$ cat src/pkg/clksel_defines.vh
`ifndef CLKSEL_DEFINES_VH
`define CLKSEL_DEFINES_VH
// Register byte addresses on the APB bus.
`define REG_CLKSEL_ADDR 12'h020
`define REG_PRIMARY_AUDIO_INTERFACE_ADDR 12'h024
`define REG_SECONDARY_AUDIO_INTERFACE_ADDR 12'h02C
`define REG_MANUAL_ADDR 12'h018
`define REG_ROUTE_ADDR 12'h030
`define REG_EFFECTIVE_ADDR 12'h034
// Register word indices.
`define REG_CLKSEL_INDEX 8
`define REG_PRIMARY_AUDIO_INTERFACE_INDEX 9
`define REG_SECONDARY_AUDIO_INTERFACE_INDEX 11
`define REG_MANUAL_INDEX 6
// Field positions.
`define DAC_SEL_LSB 0
`define ADC_SEL_LSB 2
`define TX_SEL_LSB 4
`define PRX_SEL_LSB 6
`define PTX_SEL_LSB 4
`define SECONDARY_AUDIO_INTERFACE_SEL_LSB 6
`define MANUAL_BIT 6
`define ROUTE_DAC_LSB 0
`define ROUTE_RXEN_BIT 2
`define ROUTE_PRX_MASTER_BIT 3
`define ROUTE_PTX_MASTER_BIT 4
`define ROUTE_SECONDARY_AUDIO_INTERFACE_MASTER_BIT 5
// Reset values.
`define CLKSEL_RESET 6'h00
`define PRIMARY_AUDIO_INTERFACE_RESET 4'h0
`define SECONDARY_AUDIO_INTERFACE_RESET 2'h0
`define ROUTE_RESET 6'h03
// Source codes for the effective selects.
`define SRC_MCLK 2'h0
`define SRC_PLLA 2'h1
`define SRC_PLLB 2'h2
`define SRC_CONV 2'h3
// Routing code for converter fed from the serial audio receiver.
`define DAC_FROM_RECEIVER 2'h0
`endif

$ cat src/logic/audio_clock_source_select.v
`default_nettype none
`include "clksel_defines.vh"
// ****************************************************************
// Clock source selection with an APB register slave.
// ****************************************************************
module audio_clock_source_select (
  // Clock, reset and enable.
  input wire mclk_i,
  input wire reset_n_i,
  input wire ce_i,
  // APB slave.
  input wire psel_i,
  input wire penable_i,
  input wire pwrite_i,
  input wire [11:0] paddr_i,
  input wire [31:0] pwdata_i,
  output reg [31:0] prdata_o,
  output reg pready_o,
  output reg pslverr_o,
  // Interface frame and bit clock pins (slave mode inputs).
  input wire primary_rx_frame_pin_i,
  input wire primary_rx_bit_pin_i,
  input wire primary_tx_frame_pin_i,
  input wire primary_tx_bit_pin_i,
  input wire secondary_frame_pin_i,
  input wire secondary_bit_pin_i,
  // Effective multiplexer selects, codes per SRC_ constants.
  output reg [1:0] converter_clock_effective_select_o,
  output reg [1:0] adc_clock_effective_select_o,
  output reg [1:0] transmit_clock_effective_select_o,
  output reg [1:0] primary_rx_master_select_o,
  output reg [1:0] primary_tx_master_select_o,
  output reg [1:0] secondary_if_master_select_o,
  // Frame and bit clock source: high means generated internally.
  output reg primary_rx_clocks_internal_o,
  output reg primary_tx_clocks_internal_o,
  output reg secondary_clocks_internal_o,
  // Synchronised pin frame clocks that pace each interface's rate in slave mode; held low in master mode.
  output reg primary_rx_rate_frame_o,
  output reg primary_tx_rate_frame_o,
  output reg secondary_rate_frame_o
);

  // ****************************************************************
  // Software registers.
  // ****************************************************************
  reg [5:0] clksel_ff; // Converter, ADC and transmitter fields.
  reg [3:0] primary_audio_interface_ff; // Primary transmit [1:0] and receive [3:2].
  reg [1:0] secondary_audio_interface_ff; // Secondary interface source field.
  reg manual_clock_override_ff; // Bypasses routing protection.
  reg [5:0] route_ff; // Routing and master-mode controls.
  reg [1:0] nxt_conv;
  reg [1:0] nxt_adc;
  reg [1:0] nxt_tx;
  reg [1:0] nxt_prx;
  reg [1:0] nxt_ptx;
  reg [1:0] nxt_secondary_audio_interface;
  reg [31:0] nxt_rdata;
  reg nxt_err;

  wire setup_w = psel_i && !penable_i; // Setup phase of a transfer.
  wire access_w = psel_i && penable_i && pready_o; // Completing edge.
  wire rx_enabled_w = route_ff[`ROUTE_RXEN_BIT];
  wire [1:0] dac_route_w = route_ff[`ROUTE_DAC_LSB+1:`ROUTE_DAC_LSB];
  wire dac_from_rx_w = (dac_route_w == `DAC_FROM_RECEIVER);
  wire auto_w = !manual_clock_override_ff;
  wire [2:0] sync_frames_w;
  wire [2:0] sync_bits_w;
  wire [1:0] dec_conv_w;
  wire [1:0] dec_adc_w;
  wire [1:0] dec_tx_w;
  wire [1:0] dec_prx_w;
  wire [1:0] dec_ptx_w;
  wire [1:0] dec_secondary_audio_interface_w;

  // Checks that an address is one of the mapped words.
  function mapped;
    input [11:0] addr;
    begin
      mapped = (addr == `REG_CLKSEL_ADDR) || (addr == `REG_PRIMARY_AUDIO_INTERFACE_ADDR) ||
               (addr == `REG_SECONDARY_AUDIO_INTERFACE_ADDR) || (addr == `REG_MANUAL_ADDR) ||
               (addr == `REG_ROUTE_ADDR) || (addr == `REG_EFFECTIVE_ADDR);
    end
  endfunction

  // ****************************************************************
  // APB slave: no wait states, pready rises in the first access-phase cycle.
  // ****************************************************************
  always @* begin
    nxt_rdata = 32'h00000000;
    nxt_err = !mapped(paddr_i);
    case (paddr_i)
      `REG_CLKSEL_ADDR: nxt_rdata = {26'h0000000, clksel_ff};
      `REG_PRIMARY_AUDIO_INTERFACE_ADDR: nxt_rdata = {24'h000000, primary_audio_interface_ff, 4'h0};
      `REG_SECONDARY_AUDIO_INTERFACE_ADDR: nxt_rdata = {24'h000000, secondary_audio_interface_ff, 6'h00};
      `REG_MANUAL_ADDR:
        nxt_rdata = {25'h0000000, manual_clock_override_ff, 6'h00};
      `REG_ROUTE_ADDR: nxt_rdata = {26'h0000000, route_ff};
      `REG_EFFECTIVE_ADDR: begin
        nxt_rdata = {20'h00000, secondary_if_master_select_o,
                     primary_tx_master_select_o,
                     primary_rx_master_select_o,
                     transmit_clock_effective_select_o,
                     adc_clock_effective_select_o,
                     converter_clock_effective_select_o};
      end
      default: nxt_rdata = 32'h00000000;
    endcase
  end

  // Handles the bus handshake and register writes.
  always @(posedge mclk_i or negedge reset_n_i) begin
    if (!reset_n_i) begin
      pready_o <= 1'b0;
      prdata_o <= 32'h00000000;
      pslverr_o <= 1'b0;
      clksel_ff <= `CLKSEL_RESET;
      primary_audio_interface_ff <= `PRIMARY_AUDIO_INTERFACE_RESET;
      secondary_audio_interface_ff <= `SECONDARY_AUDIO_INTERFACE_RESET;
      manual_clock_override_ff <= 1'b0;
      route_ff <= `ROUTE_RESET;
    end else if (ce_i) begin
      // Ready is raised at the setup edge and dropped after completion.
      pready_o <= setup_w;
      if (setup_w) begin
        prdata_o <= pwrite_i ? 32'h00000000 : nxt_rdata;
        pslverr_o <= nxt_err;
      end else if (access_w) begin
        pslverr_o <= 1'b0;
      end
      // Writes take effect at the completing edge only.
      if (access_w && pwrite_i) begin
        case (paddr_i)
          `REG_CLKSEL_ADDR: clksel_ff <= pwdata_i[5:0];
          `REG_PRIMARY_AUDIO_INTERFACE_ADDR: primary_audio_interface_ff <= pwdata_i[7:4];
          `REG_SECONDARY_AUDIO_INTERFACE_ADDR: secondary_audio_interface_ff <= pwdata_i[7:6];
          `REG_MANUAL_ADDR:
            manual_clock_override_ff <= pwdata_i[`MANUAL_BIT];
          `REG_ROUTE_ADDR: route_ff <= pwdata_i[5:0];
          default: clksel_ff <= clksel_ff;
        endcase
      end
    end
  end

  // ****************************************************************
  // Field decoding.
  // ****************************************************************
  // Converter: code 3 maps to the system clock, never to the pin.
  sel_decode u_dec_conv (
    .field_i(clksel_ff[1:0]),
    .plls_blocked_i(1'b0),
    .is_adc_i(1'b0),
    .source_o(dec_conv_w)
  );

  // ADC: PLL outputs withheld while the receiver runs, unless manual.
  sel_decode u_dec_adc (
    .field_i(clksel_ff[3:2]),
    .plls_blocked_i(rx_enabled_w && auto_w),
    .is_adc_i(1'b1),
    .source_o(dec_adc_w)
  );

  // Serial audio transmitter.
  sel_decode u_dec_tx (
    .field_i(clksel_ff[5:4]),
    .plls_blocked_i(1'b0),
    .is_adc_i(1'b0),
    .source_o(dec_tx_w)
  );

  // Primary receive master source.
  sel_decode u_dec_prx (
    .field_i(primary_audio_interface_ff[3:2]),
    .plls_blocked_i(1'b0),
    .is_adc_i(1'b0),
    .source_o(dec_prx_w)
  );

  // Primary transmit master source.
  sel_decode u_dec_ptx (
    .field_i(primary_audio_interface_ff[1:0]),
    .plls_blocked_i(1'b0),
    .is_adc_i(1'b0),
    .source_o(dec_ptx_w)
  );

  // Secondary interface master source, both directions.
  sel_decode u_dec_secondary_audio_interface (
    .field_i(secondary_audio_interface_ff),
    .plls_blocked_i(1'b0),
    .is_adc_i(1'b0),
    .source_o(dec_secondary_audio_interface_w)
  );

  // Combines decoded fields with routing.
  always @* begin
    nxt_conv = dec_conv_w;
    if (auto_w && dac_from_rx_w) begin
      nxt_conv = `SRC_PLLA;
    end
    nxt_adc = dec_adc_w;
    nxt_tx = dec_tx_w;
    if (auto_w && rx_enabled_w && dec_tx_w != `SRC_MCLK) begin
      nxt_tx = `SRC_PLLA;
    end
    nxt_prx = dec_prx_w;
    nxt_ptx = dec_ptx_w;
    nxt_secondary_audio_interface = dec_secondary_audio_interface_w;
  end

  // ****************************************************************
  // Pin synchronisers for slave-mode frame and bit clocks.
  // ****************************************************************
  sync2 #(.WIDTH(6)) u_sync (
    .mclk_i(mclk_i),
    .reset_n_i(reset_n_i),
    .ce_i(ce_i),
    .d_i({secondary_bit_pin_i, primary_tx_bit_pin_i, primary_rx_bit_pin_i,
          secondary_frame_pin_i, primary_tx_frame_pin_i,
          primary_rx_frame_pin_i}),
    .q_o({sync_bits_w, sync_frames_w})
  );

  // ****************************************************************
  // Registered outputs, recomputed every enabled cycle.
  // ****************************************************************
  always @(posedge mclk_i or negedge reset_n_i) begin
    if (!reset_n_i) begin
      converter_clock_effective_select_o <= `SRC_MCLK;
      adc_clock_effective_select_o <= `SRC_CONV;
      transmit_clock_effective_select_o <= `SRC_MCLK;
      primary_rx_master_select_o <= `SRC_MCLK;
      primary_tx_master_select_o <= `SRC_MCLK;
      secondary_if_master_select_o <= `SRC_MCLK;
      primary_rx_clocks_internal_o <= 1'b0;
      primary_tx_clocks_internal_o <= 1'b0;
      secondary_clocks_internal_o <= 1'b0;
      primary_rx_rate_frame_o <= 1'b0;
      primary_tx_rate_frame_o <= 1'b0;
      secondary_rate_frame_o <= 1'b0;
    end else if (ce_i) begin
      converter_clock_effective_select_o <= nxt_conv;
      adc_clock_effective_select_o <= nxt_adc;
      transmit_clock_effective_select_o <= nxt_tx;
      primary_rx_master_select_o <= nxt_prx;
      primary_tx_master_select_o <= nxt_ptx;
      secondary_if_master_select_o <= nxt_secondary_audio_interface;
      primary_rx_clocks_internal_o <= route_ff[`ROUTE_PRX_MASTER_BIT];
      primary_tx_clocks_internal_o <= route_ff[`ROUTE_PTX_MASTER_BIT];
      secondary_clocks_internal_o <= route_ff[`ROUTE_SECONDARY_AUDIO_INTERFACE_MASTER_BIT];
      // Slave-mode rate follows the pin frame clock; master drives low.
      primary_rx_rate_frame_o <= !route_ff[`ROUTE_PRX_MASTER_BIT] &&
                                 sync_frames_w[0];
      primary_tx_rate_frame_o <= !route_ff[`ROUTE_PTX_MASTER_BIT] &&
                                 sync_frames_w[1];
      secondary_rate_frame_o <= !route_ff[`ROUTE_SECONDARY_AUDIO_INTERFACE_MASTER_BIT] &&
                                sync_frames_w[2];
    end
  end

  // Bit clocks are synchronised for completeness; the rate generator
  // only needs frame clocks, so they are sampled but unused here.
  wire unused_bits_w = ^sync_bits_w;

endmodule // audio_clock_source_select
`default_nettype wire

$ cat src/logic/sel_decode.v
`default_nettype none
// ****************************************************************
// Maps a two-bit request field to a source code, with a clamp.
// ****************************************************************
module sel_decode (
  // Request.
  input wire [1:0] field_i,
  input wire plls_blocked_i,
  input wire is_adc_i,
  // Result.
  output reg [1:0] source_o
);
  `include "clksel_defines.vh"

  // Decodes the field and removes the PLL outputs when blocked.
  always @* begin
    case (field_i)
      2'h0: source_o = is_adc_i ? `SRC_CONV : `SRC_MCLK;
      // PLL codes name the post-divider outputs, never the oscillator.
      2'h1: source_o = `SRC_PLLA;
      2'h2: source_o = `SRC_PLLB;
      default: source_o = `SRC_MCLK;
    endcase
    if (plls_blocked_i &&
        (source_o == `SRC_PLLA || source_o == `SRC_PLLB)) begin
      source_o = is_adc_i ? `SRC_CONV : `SRC_MCLK;
    end
  end
endmodule // sel_decode
`default_nettype wire

$ cat src/logic/sync2.v
`default_nettype none
// ****************************************************************
// Two-flop synchroniser for pin inputs.
// ****************************************************************
module sync2 #(
  parameter WIDTH = 1
) (
  // Clock and reset.
  input wire mclk_i,
  input wire reset_n_i,
  input wire ce_i,
  // Data.
  input wire [WIDTH-1:0] d_i,
  output reg [WIDTH-1:0] q_o
);
  reg [WIDTH-1:0] meta_ff; // First stage, read only by q_o.

  // Samples the asynchronous level through two stages.
  always @(posedge mclk_i or negedge reset_n_i) begin
    if (!reset_n_i) begin
      meta_ff <= {WIDTH{1'b0}};
      q_o <= {WIDTH{1'b0}};
    end else if (ce_i) begin
      meta_ff <= d_i;
      q_o <= meta_ff;
    end
  end
endmodule // sync2
`default_nettype wire

$ cat config.mk
export PLATFORM = sky130hd
export DESIGN_NAME = audio_clock_source_select
export DESIGN_NICKNAME = d
export VERILOG_FILES = /design/src/logic/audio_clock_source_select.v /design/src/logic/sel_decode.v /design/src/logic/sync2.v
export VERILOG_INCLUDE_DIRS = /design/src /design/src/pkg
export SDC_FILE = /design/constraint.sdc
export NUM_CORES = 1
export LEC_CHECK = 0
export ABC_AREA = 1
export ABC_CLOCK_PERIOD_IN_PS = 1500
export BUFFER_PORTS_ARGS = -buffer_cell sky130_fd_sc_hd__clkbuf_2
export CAP_MARGIN = 30
export CORE_MARGIN = 5
export CORE_UTILIZATION = 50
export CTS_CLUSTER_DIAMETER = 60
export DETAILED_ROUTE_END_ITERATION = 7
export PLACE_DENSITY = 0.87
export SLEW_MARGIN = 5
export SYNTH_ARGS = -nofsm -noshare
export SYNTH_HDL_FRONTEND = slang
export SYNTH_SLANG_ARGS = --single-unit
$ cat constraint.sdc
create_clock -name mclk_i -period 1.5 [get_ports mclk_i]
set_clock_uncertainty 0.1 [all_clocks]
set_input_delay 0.15 -clock mclk_i [delete_from_list [all_inputs] [get_ports mclk_i]]
set_output_delay 0.15 -clock mclk_i [all_outputs]
set_load 0.03 [all_outputs]
* After elaboration in Yosys (flattened, before gate mapping)
Index checks and enable logic that the tools add are counted. Widths: inputs -> output; s select.
Operators by class: reduce and logical (&&, ||, !) cells 34, eq/ne operators 20, muxes and demuxes 13
Operators with widths (count):
- $pmux 12 s6 | 1
- $eq 12x6->1 const B | 5
- $mux 32 | 1
- $pmux 2 s2 | 5
- $reduce_and 3->1 | 5
- $eq 2x1->1 const B | 7
- $eq 2x2->1 const B | 7
- $eq 12x5->1 const B | 1
- $logic_and 1x1->1 | 11
- $logic_not 1->1 | 6
- $logic_or 1x1->1 | 6
- $mux 2 | 3
- $pmux 2 s3 | 1
- $logic_not 2->1 | 2
- $reduce_and 2->1 | 2
- $reduce_bool 2->1 | 2
- $mux 1 | 2
Storage, ports and cells: bits in registers 77

* Logic depth before layout (Yosys ltp)
Gate-level depths: netlist (run 1).
depth after elaboration 8, gate-level depth with buffers 9, gate-level depth less buffers 9

* Cells and area by module
A second synthesis (run 1) with hierarchy kept.
Unflattened totals: cells, all modules 457, area total of the unflattened synthesis 3524.6 um^2
By module, submodules not included:
- audio_clock_source_select | cells an instance 328, area each 2683.8 um^2, times used 1
- sync2 | cells an instance 51, area each 457.9 um^2, times used 1
- sel_decode | cells an instance 13, area each 63.8 um^2, times used 6

* Worst setup path after synthesis (run 1)
OpenSTA, ideal clock, no wires.
kind register -> register, from register pready_o, to register route_ff[4], data required time 1281 ps, period minus slack after synthesis 1517 ps, slack -17 ps, arrival time 1297 ps, stages on the path, launching flop included 7, buffers on the path 1, library setup time 119 ps, cell sequence dfrtp_1 -> nand3_1 -> nor3_4 -> nand3_2 -> buf_4 -> nand2_1 -> o21ai_2
Between the ends: cells in the longest elaborated chain, start to end 3
Ends and longest elaborated chain:
- from (decl) | RTL line audio_clock_source_select.v:18 | output reg pready_o,
- from (signal assigned) | RTL line audio_clock_source_select.v:124 | pready_o <= setup_w;
- $logic_and 1x1->1 | RTL line audio_clock_source_select.v:62 | wire access_w = psel_i && penable_i && pready_o;
- $logic_and 1x1->1 | RTL line audio_clock_source_select.v:132 | if (access_w && pwrite_i) begin
- $reduce_and 3->1 (no line)
- to (signal assigned) | RTL line audio_clock_source_select.v:121 | route_ff <= `ROUTE_RESET;
- to (signal assigned) | RTL line audio_clock_source_select.v:139 | `REG_ROUTE_ADDR: route_ff <= pwdata_i[5:0];
- to (decl) | RTL line audio_clock_source_select.v:51 | reg [5:0] route_ff;
Every way passes these cells. A chain may end at the register's enable or synchronous reset.

* Worst setup path after layout (run 1)
from register pready_o, to register route_ff[5]
The elaborated chain is that of the path after synthesis.

==> results of run 1 <==
[synth_stat cells]
| cell | number | area (um^2) |
|---|---|---|
| nand2_1 | 91 | 342 |
| dfrtp_1 | 53 | 1330 |
| nand3_1 | 41 | 205 |
| inv_1 | 38 | 143 |
| nor2_1 | 33 | 124 |
| buf_4 | 23 | 173 |
| o21ai_2 | 12 | 105 |
| o21ai_0 | 9 | 45.0 |
| ha_1 | 6 | 75.1 |
| nand4_1 | 6 | 37.5 |
| o21ai_1 | 6 | 30.0 |
| o31ai_1 | 6 | 45.0 |
| dfstp_2 | 4 | 105 |
| a22o_1 | 3 | 26.3 |
| clkinv_1 | 3 | 11.3 |
| nand3_2 | 3 | 30.0 |
| o21bai_1 | 3 | 22.5 |
| a21oi_1 | 2 | 10.0 |
| buf_1 | 2 | 7.51 |
| clkbuf_1 | 2 | 7.51 |
| inv_2 | 2 | 7.51 |
| nor2_4 | 2 | 22.5 |
| nor3_2 | 2 | 20.0 |
| o22a_1 | 2 | 17.5 |
| buf_2 | 1 | 5.00 |
| conb_1 | 1 | 3.75 |
| nand3b_1 | 1 | 7.51 |
| nor3_1 | 1 | 5.00 |
| nor3_4 | 1 | 16.3 |
| o32a_1 | 1 | 10.0 |
[area by class of cell]
cell class,count,area share (%)
multi-input combinational,251,34.5
clock buffer,12,4.22
inverter,43,4.39
tap,75,2.55
timing repair buffer,85,14.3
sequential,57,38.9
clock inverter,3,1.09
[kinds of logic (layout without fill, tap and decap cells)]
group	Yosys count	count (layout)	synth area share, %
and+or+nand+nor	181	181	27.1
adders and majority gates	6	6	2.51
DFF	57	57	47.9
AOI/OAI and AO/OA	44	44	10.4
buffers and inverters	71	143	11.9
other	1	20	0.126
[flip-flops by register name (all words and copies together), names as in the netlist, 2 cells and up]
name                                count
transmit_clock_effective_select_o       2
prdata_o                               12
route_ff                                6
adc_clock_effective_select_o            2
primary_tx_master_select_o              2
secondary_audio_interface_ff            2
clksel_ff                               6
primary_audio_interface_ff              4
primary_rx_master_select_o              2
converter_clock_effective_select_o      2
secondary_if_master_select_o            2
u_sync.meta_ff                          3
u_sync.q_o                              3
[critical path: cells and delay by family, from the launching register on]
family	cells	cell delay, ns
compound gates	1	0.07
flops	1	0.36
simple gates	4	0.87
[timing repair]
item                       CTS  global route
pin swaps                    0             0
hold buffers                10             0
setup endpoints to repair    2            12
hold endpoints to repair    69             0
[through the flow]
stage	instance area [um^2]	power (mW)	utilization (%)
after floorplan	3060	1.90	-
after global placement	3380	2.00	57.8
after detailed placement	3380	2.01	57.8
after CTS	3680	3.44	62.9
after global routing	3680	3.55	62.9
final	3680	3.42	62.9
[where the power goes]
| part | switching (mW) | total (mW) | internal, mW | leakage (nW) |
|---|---|---|---|---|
| combinational | 0.280 | 0.396 | 0.116 | 1.08 |
| clock | 0.573 | 1.42 | 0.842 | 0.102 |
| sequential | 0.0260 | 1.61 | 1.58 | 0.752 |
[metal layers]
layer	wire length (um)	vias to the layer above	global-route usage, %
met3	452	9	4.07
met4	102	0	8.51
met5	0	-	0
met1	2800	1205	23.6
met2	3450	87	32.3
li1	-	1293	-
[worst max-delay path by stage]
stage	slack, ns	endpoint	start
2_1_floorplan	0.07	route_ff[4]$_DFFE_PN0P_	pready_o$_DFFE_PN0P_
3_3_place_gp	-0.01	route_ff[4]$_DFFE_PN0P_	paddr_i[7]
3_5_place_dp	-0.08	route_ff[5]$_DFFE_PN0P_	paddr_i[1]
4_1_cts	-0.04	route_ff[5]$_DFFE_PN0P_	pready_o$_DFFE_PN0P_
5_1_grt	-0.12	route_ff[5]$_DFFE_PN0P_	pready_o$_DFFE_PN0P_
6_report	-0.03	route_ff[5]$_DFFE_PN0P_	pready_o$_DFFE_PN0P_
==> metrics.txt, run 1 <==
Worst path max stage delay=0.36 ns; startpoint types=flip-flop; FP Rows=28; area of the multi-input gates=1270 um^2; total grt overflow=0; setup_tns=-0.0254 ns; TritonCTS clock tree=yes; reg2reg path depth=5; hpwl dp=5300 um; clk_lat worst skew=0.34 ns; Crit Path Max Fanout=12; crit share post-route=102%; max-slew violations=0; RR Startpoint=pready_o$_DFFE_PN0P_; Die Y=87.3 um; hold endpoint=route_ff[4]$_DFFE_PN0P_; VDD IR max=0.471 mV; synthesis-stage register bit count=57; Core Area=5850 um^2; Crit Path Class=reg2reg; H-tree levels=3; die width=87.3 um; final number of setup-violating endpoints=1; Layout area overhead=23.3%; number of buffers added on ports=60; post-synthesis sequential area ratio=47.9%; YS warnings=0; total wire length=6810 um; fin cells=526; Max Clock Freq=0.656 GHz; final antenna-violating net count=0; gpl congestion=0.814; Detailed Routing Iterations Pass 1=4; commonest cells after routing, fill and taps aside=nand2_1, clkbuf_2, dfrtp_1; first-pass GRT wire length=11,200 um; max_cap viols=0; Reg clk slew, reported paths=0.06 ns; Reg2Reg Setup Slack=-0.03 ns; HP Class=in2reg; Slowest-stage cell, CP=dfrtp_2; share of cells above drive strength 1=25.7%; nature of the critical path endpoint=flip-flop; RSZ-0062 raised after global routing=true; leak pwr=1.93 nW; WL per Instance=12.9 um; Cell Count Post-Placement=501; post-route setup slack=-0.0254 ns; CTS Buffer Depth=2; clock sink total=57; num ports=108; min Tclk post-route=1.53 ns; nets=509; Hold Slack=0.0246 ns; DRT iter0 DRCs=114; Fillers=506; Pwr Density=929 nW/um^2; worst path cell trace=nand3_1 > nor3_4 > nand3_2 > nand2_1 > o21ai_2; min-delay src=pwdata_i[4]; Ant. Diodes=0; failing checks=negative setup slack; Mapped Area=2990 um^2; gr usage total=19.2%; largest net degree at the start of global routing=40; CTS root buf=clkbuf_8; critical path arrival=1.65 ns; sequential cell area=1430 um^2; hold depth=3; Distinct cells, synth=30; dpl ws=-0.0824 ns; total CTS buffers=9; vias per cell=4.93; status=finished with violations; initial core utilization=51.0%; initial antenna violation count=0; Setup Buffers After CTS=0; CTS resizes=0; Post-Synthesis Cells=360; synthesized area per cell=8.29 um^2; DRC Markers=0; most common cell after layout, fill and taps aside=nand2_1; vias in the first global route=2,453; r2r endpoint=route_ff[5]$_DFFE_PN0P_; Worst EP required=1.62 ns; die area=7620 um^2; via count=2,594; final hold vios=0
(Power assumes the default switching activity.)
==> run 2: changes to the inputs <==
--- a/config.mk
+++ b/config.mk
@@ -7,14 +7,14 @@
 export NUM_CORES = 1
 export LEC_CHECK = 0
 export ABC_AREA = 1
-export ABC_CLOCK_PERIOD_IN_PS = 1500
+export ABC_CLOCK_PERIOD_IN_PS = 2000
 export BUFFER_PORTS_ARGS = -buffer_cell sky130_fd_sc_hd__clkbuf_2
 export CAP_MARGIN = 30
 export CORE_MARGIN = 5
-export CORE_UTILIZATION = 50
+export CORE_UTILIZATION = 53
 export CTS_CLUSTER_DIAMETER = 60
 export DETAILED_ROUTE_END_ITERATION = 7
-export PLACE_DENSITY = 0.87
+export PLACE_DENSITY = 0.92
 export SLEW_MARGIN = 5
 export SYNTH_ARGS = -nofsm -noshare
 export SYNTH_HDL_FRONTEND = slang
==> constraint.sdc (replaced) <==
create_clock -name mclk_i -period 2 [get_ports mclk_i]
set_clock_uncertainty 0.1 [all_clocks]
set_input_delay 0.2 -clock mclk_i [delete_from_list [all_inputs] [get_ports mclk_i]]
set_output_delay 0.2 -clock mclk_i [all_outputs]
set_load 0.03 [all_outputs]
==> run 2 against run 1 <==
The flow now finishes without violations. Power is 24% lower. Flip-flop and latch count stayed put. Maximum frequency decreased by 3.0%. First-iteration DRC count up 65%. Register-to-register slack improved by 0.45 ns. Final area shrank 3.0%. Sequential share of layout area increased by 1.2 points. Core utilization grew 2.0 points. Hold slack got worse by 0.013 ns. Global-route usage is 0.55 points higher. Routed wire length fell by 1.6%. Critical path type unchanged. Critical endpoint unchanged. Largest power group unchanged. Highest routed layer unchanged.
==> metrics.txt, run 2 (same netlist as run 1, synthesis figures left out) <==
nets=495; total wire length=6700 um; clock sink total=57; CTS root buf=clkbuf_8; largest net degree at the start of global routing=58; Slowest-stage cell, CP=dfrtp_1; total CTS buffers=9; initial antenna violation count=0; die width=85.1 um; clk_lat worst skew=0.35 ns; HP Class=in2reg; min-delay src=pwdata_i[7]; Worst EP required=2.13 ns; Reg with most FFs=prdata_o; Setup Buffers After CTS=0; DRT iter0 DRCs=188; RSZ-0062 raised after global routing=false; reg2reg path depth=5; crit path launch=pready_o$_DFFE_PN0P_; Reg clk slew, reported paths=0.07 ns; Detailed Routing Iterations Pass 1=4; final hold vios=0; TritonCTS clock tree=yes; initial core utilization=54.2%; setup_tns=0 ns; WP depth=5; Slew @ Worst Pin=0.501 ns; vias per cell=5.07; share of cells above drive strength 1=24.2%; Worst path max stage delay=0.37 ns; vias in the first global route=2,511; Fillers=470; nature of the critical path endpoint=flip-flop; H-tree levels=3; FP Rows=27; Reg2Reg Setup Slack=0.43 ns; max reg flops=12; final number of setup-violating endpoints=0; hpwl dp=5040 um; critical path arrival=1.70 ns; num ports=108; commonest cells after routing, fill and taps aside=nand2_1, clkbuf_2, dfrtp_1; via count=2,585; leak pwr=1.87 nW; total grt overflow=0; Design Power=2.59 mW; fin cells=510; CTS Buffer Depth=2; post-route setup slack=0.427 ns; Worst Path Buf+Inv=0; DRC Markers=0; final antenna-violating net count=0; WL per Instance=13.1 um; r2r endpoint=route_ff[5]$_DFFE_PN0P_; hold endpoint=secondary_audio_interface_ff[1]$_DFFE_PN0P_; Ant. Diodes=0; most common cell after layout, fill and taps aside=nand2_1; Die Y=85.1 um; Cell Count Post-Placement=488; worst path cell trace=nand3_1 > nor3_4 > nand3_2 > nand2_1 > o21ai_2; crit share post-route=78.6%; dpl ws=0.359 ns; startpoint types=flip-flop; Max Clock Freq=0.636 GHz; Crit path max-delay family=simple AND/OR/NAND/NOR gates; Crit Path Max Fanout=12; gr usage total=19.7%; VDD IR max=0.345 mV; Layout area overhead=19.6%; die area=7230 um^2; number of buffers added on ports=60; status=finished, final reports clean; Core Area=5510 um^2; CTS resizes=0; biggest regs=prdata_o: 12 flops, clksel_ff: 6 flops, route_ff: 6 flops; first-pass GRT wire length=11,300 um; Crit Path Class=reg2reg; CTS Hold Buffers Added=6; max_cap viols=0; Pwr Density=727 nW/um^2; Slew headroom=66.5%; gpl congestion=0.853; hold depth=3; min Tclk post-route=1.57 ns; RR Startpoint=pready_o$_DFFE_PN0P_; max-slew violations=0
run 2: how the worst max path moves through the flow:
stage	to	slack, ns
3_5_place_dp	clksel_ff[4]$_DFFE_PN0P_	0.36
2_1_floorplan	route_ff[4]$_DFFE_PN0P_	0.48
3_3_place_gp	clksel_ff[1]$_DFFE_PN0P_	0.40
4_1_cts	clksel_ff[4]$_DFFE_PN0P_	0.41
6_report	route_ff[5]$_DFFE_PN0P_	0.43
5_1_grt	clksel_ff[4]$_DFFE_PN0P_	0.30
run 2: worst reg2reg max path: stages, from the launching register on:
cell     delay, ns
dfrtp_1       0.37
nand3_1       0.14
nor3_4        0.28
nand3_2       0.34
nand2_1       0.17
o21ai_2       0.06
run 2: cell type report:
| class | instances | area, um^2 | area share, % |
|---|---|---|---|
| multi-input cells | 251 | 1270 | 35.6 |
| well taps | 72 | 90.1 | 2.52 |
| inverters | 43 | 161 | 4.52 |
| clock inverters | 4 | 51.3 | 1.44 |
| flip-flops and latches | 57 | 1430 | 40.1 |
| repair buffers | 71 | 410 | 11.5 |
| clock buffers | 12 | 155 | 4.34 |
run 2: metal layers:
metal,vias to the layer above,track usage [%],wire [um]
li1,1278,-,-
met1,1207,24.0,2840
met2,84,32.6,3290
met3,16,4.08,394
met4,0,10.9,172
met5,-,0,0
run 2: report_power, final:
group          switching (mW)  internal [mW]
Sequential             0.0192           1.19
Clock                   0.463          0.643
Combinational           0.208         0.0770
run 2: metrics by stage:
stage                     utilization (%)  area (um^2)  hold WS, ns
after floorplan                         -         3060       -0.196
after global placement               60.0         3300        0.122
after detailed placement             60.0         3300        0.137
after CTS                            64.8         3570      0.00712
after global routing                 64.8         3570       0.0328
final                                64.8         3570       0.0118
==> run 3: changes to the inputs <==
--- a/config.mk
+++ b/config.mk
@@ -6,15 +6,15 @@
 export SDC_FILE = /design/constraint.sdc
 export NUM_CORES = 1
 export LEC_CHECK = 0
-export ABC_AREA = 1
-export ABC_CLOCK_PERIOD_IN_PS = 2000
+export ABC_AREA = 0
+export ABC_CLOCK_PERIOD_IN_PS = 1500
 export BUFFER_PORTS_ARGS = -buffer_cell sky130_fd_sc_hd__clkbuf_2
 export CAP_MARGIN = 30
 export CORE_MARGIN = 5
-export CORE_UTILIZATION = 53
+export CORE_UTILIZATION = 49
 export CTS_CLUSTER_DIAMETER = 60
 export DETAILED_ROUTE_END_ITERATION = 7
-export PLACE_DENSITY = 0.92
+export PLACE_DENSITY = 0.87
 export SLEW_MARGIN = 5
 export SYNTH_ARGS = -nofsm -noshare
 export SYNTH_HDL_FRONTEND = slang
==> constraint.sdc (replaced) <==
create_clock -name mclk_i -period 1.5 [get_ports mclk_i]
set_clock_uncertainty 0.1 [all_clocks]
set_input_delay 0.15 -clock mclk_i [delete_from_list [all_inputs] [get_ports mclk_i]]
set_output_delay 0.15 -clock mclk_i [all_outputs]
set_load 0.03 [all_outputs]
==> run 3 against run 2 <==
The flow now finishes with violations (negative setup slack). Sequential share of layout area shrank 0.33 points. Critical endpoint unchanged. Global-route usage shrank 0.53 points. Core utilization grew 0.59 points. Count of clock-buffer cells in the layout grew 2. Power grew 34%. Hold slack gained 0.090 ns. Synthesized cell count shrank 30%. Highest routed layer unchanged. First-iteration DRC count shrank 36%. Setup slack lost 0.48 ns.
==> metrics.txt, run 3 <==
final instance area=3600 um^2; final hold vios=0; number of buffers added on ports=60; Core Area=5510 um^2; total wire length=6440 um; Reg2Reg Setup Slack=0.02 ns; FFs w/ async S/R, synth=100%; Placed Area=3210 um^2; most common cell after layout, fill and taps aside=clkbuf_2; Crit Path Class=in2reg; min-delay src=paddr_i[5]; die width=85.5 um; DRT iter0 DRCs=121; nets=403; clk_lat worst skew=0.33 ns; VDD IR max=1.01 mV; FP Rows=27; worst path cell trace=buf_6 > or4_4 > nor3_4 > buf_6 > nand4b_4 > mux2_4; initial antenna violation count=0; hold depth=3; via count=2,142; HP Class=in2reg; min Tclk post-route=1.55 ns; synthesis-stage register bit count=57; total CTS buffers=9; DRC Markers=0; Post-synth EDFFs=0; crit share post-route=103%; critical path arrival=1.66 ns; failing checks=negative setup slack; Reg clk slew, reported paths=0.06 ns; max reg flops=12; nature of the critical path endpoint=flip-flop; hold endpoint=prdata_o[5]$_DFFE_PN0P_; CTS Buffer Depth=2; total grt overflow=0; Reg with most FFs=prdata_o; setup_tns=-0.143 ns; Worst EP required=1.61 ns; Worst Path Buf+Inv=2; vias per cell=5.12; gr usage total=19.2%; Top FF cell, synth=dfrtp_1; vias in the first global route=2,226; Layout area overhead=29.1%; synthesized area per cell=11.1 um^2; Slowest-stage cell, CP=or4_4; Detailed Routing Iterations Pass 1=5; post-route setup slack=-0.0492 ns; post-synthesis sequential area ratio=51.3%; commonest cells after routing, fill and taps aside=clkbuf_2, dfrtp_1, mux2_2; Synth top cells by count=dfrtp_1, mux2_2, inv_1, buf_4, o21ai_0; num ports=108; Die Y=85.5 um; hpwl dp=4620 um; Mapped Area=2790 um^2; startpoint types=primary input; first-pass GRT wire length=10,900 um; largest cells by area after synthesis=dfrtp_1, mux2_2, buf_4; H-tree levels=3; max_cap viols=0; Crit path max-delay family=simple AND/OR/NAND/NOR gates; largest net degree at the start of global routing=58; Ant. Diodes=0; most frequent cell after synthesis=dfrtp_1; CTS root buf=clkbuf_8; TritonCTS clock tree=yes; RR Startpoint=pready_o$_DFFE_PN0P_; Distinct cells, synth=39; r2r endpoint=route_ff[5]$_DFFE_PN0P_; die area=7300 um^2; YS warnings=0; Post-Synthesis Cells=252; clock sink total=57; WL per Instance=15.4 um; Max Clock Freq=0.645 GHz; leak pwr=1.78 nW; RSZ-0062 raised after global routing=true; Pwr Density=964 nW/um^2; biggest regs=prdata_o: 12 flops, clksel_ff: 6 flops, route_ff: 6 flops; final antenna-violating net count=0; status=finished with violations; Crit Path Max Fanout=6; initial core utilization=50.7%; reg2reg path depth=5; CP most frequent cell=buf_6; gpl congestion=0.902; Worst path max stage delay=0.56 ns; Yosys top cell by area=dfrtp_1; share of cells above drive strength 1=39.3%; Synth top area share=47.5%; final number of setup-violating endpoints=5; max-slew violations=0
[run 3: cell count changes in the layout (fill, tap and decap cells not counted), sizes merged, moves of 6 or more]
cell	before	now
nand4	6	0
o21ai	27	19
dlygate4sd3	6	12
nor2	35	15
buf	5	17
nand3	44	7
nand2	91	17
mux2	0	28
nand3b	1	11
inv	40	21
[run 3: repair_timing]
item	4_1_cts	5_1_grt
hold buffers	12	0
endpoints found under the setup margin	19	29
pin swaps	5	4
buffers inserted	2	0
endpoints found under the hold margin	78	0
gates resized for setup	4	14
[run 3: report_power, final]
group          total [mW]  switching (mW)  internal (mW)
combinational       0.383           0.252          0.131
sequential           1.61          0.0248           1.58
clock                1.48           0.582          0.902
[run 3: worst max path at each step]
stage / start / endpoint / slack, ns / depth (start not counted)
floorplan: paddr_i[1] / route_ff[4]$_DFFE_PN0P_ / -0.24 / 4
global placement: paddr_i[1] / clksel_ff[4]$_DFFE_PN0P_ / -0.40 / 5
detailed placement: paddr_i[1] / clksel_ff[4]$_DFFE_PN0P_ / -0.44 / 5
CTS: paddr_i[11] / route_ff[5]$_DFFE_PN0P_ / -0.007 / 6
global route: paddr_i[10] / route_ff[5]$_DFFE_PN0P_ / -0.09 / 6
finish: paddr_i[10] / route_ff[5]$_DFFE_PN0P_ / -0.05 / 6
[run 3: kinds of logic (layout without fill, tap and decap cells)]
| kind of cell | count (synthesis) | in the layout | synth area share [%] |
|---|---|---|---|
| buf+inv | 50 | 125 | 9.42 |
| fa+ha+maj | 6 | 6 | 2.69 |
| mux | 35 | 35 | 14.7 |
| flops | 57 | 57 | 51.3 |
| simple gates | 62 | 62 | 12.5 |
| compound gates | 41 | 41 | 9.28 |
| other cells | 1 | 20 | 0.134 |
[run 3: cell type report]
type / count / area (um^2)
tap: 72 / 90.1
inverter: 21 / 78.8
clock inverter: 2 / 35.0
clock buffer: 14 / 173
sequential: 57 / 1430
multi-input combinational: 164 / 1230
timing repair buffer: 88 / 567
fill: 412 / 1900
[run 3: worst register-to-register path: cells and delay by family, from the launching register on]
family,cells,cell delay (ns)
DFF,1,0.37
and+or+nand+nor,3,0.43
buffers and inverters,1,0.13
muxes,1,0.34
[run 3: metal layers]
metal | share of wire [%] | global-route usage (%) | vias up | routed length [um]
met2 | 49 | 31.2 | 87 | 3130
met1 | 41 | 23.5 | 1033 | 2650
met4 | 1.8 | 8.35 | 0 | 119
met3 | 8.3 | 5.92 | 9 | 536
met5 | 0 | 0 | - | 0
li1 | - | - | 1013 | -
[run 3: through the flow]
step	setup WS (ns)	power (mW)	util, %	hold WS (ns)	cells
floorplan	-0.238	1.88	-	-0.246	271
global placement	-0.405	1.97	58.2	0.0713	388
detailed placement	-0.435	1.98	58.2	0.0743	388
CTS	-0.00658	3.50	64.8	0.0987	418
global route	-0.0873	3.63	65.4	0.109	418
finish	-0.0492	3.47	65.4	0.102	418
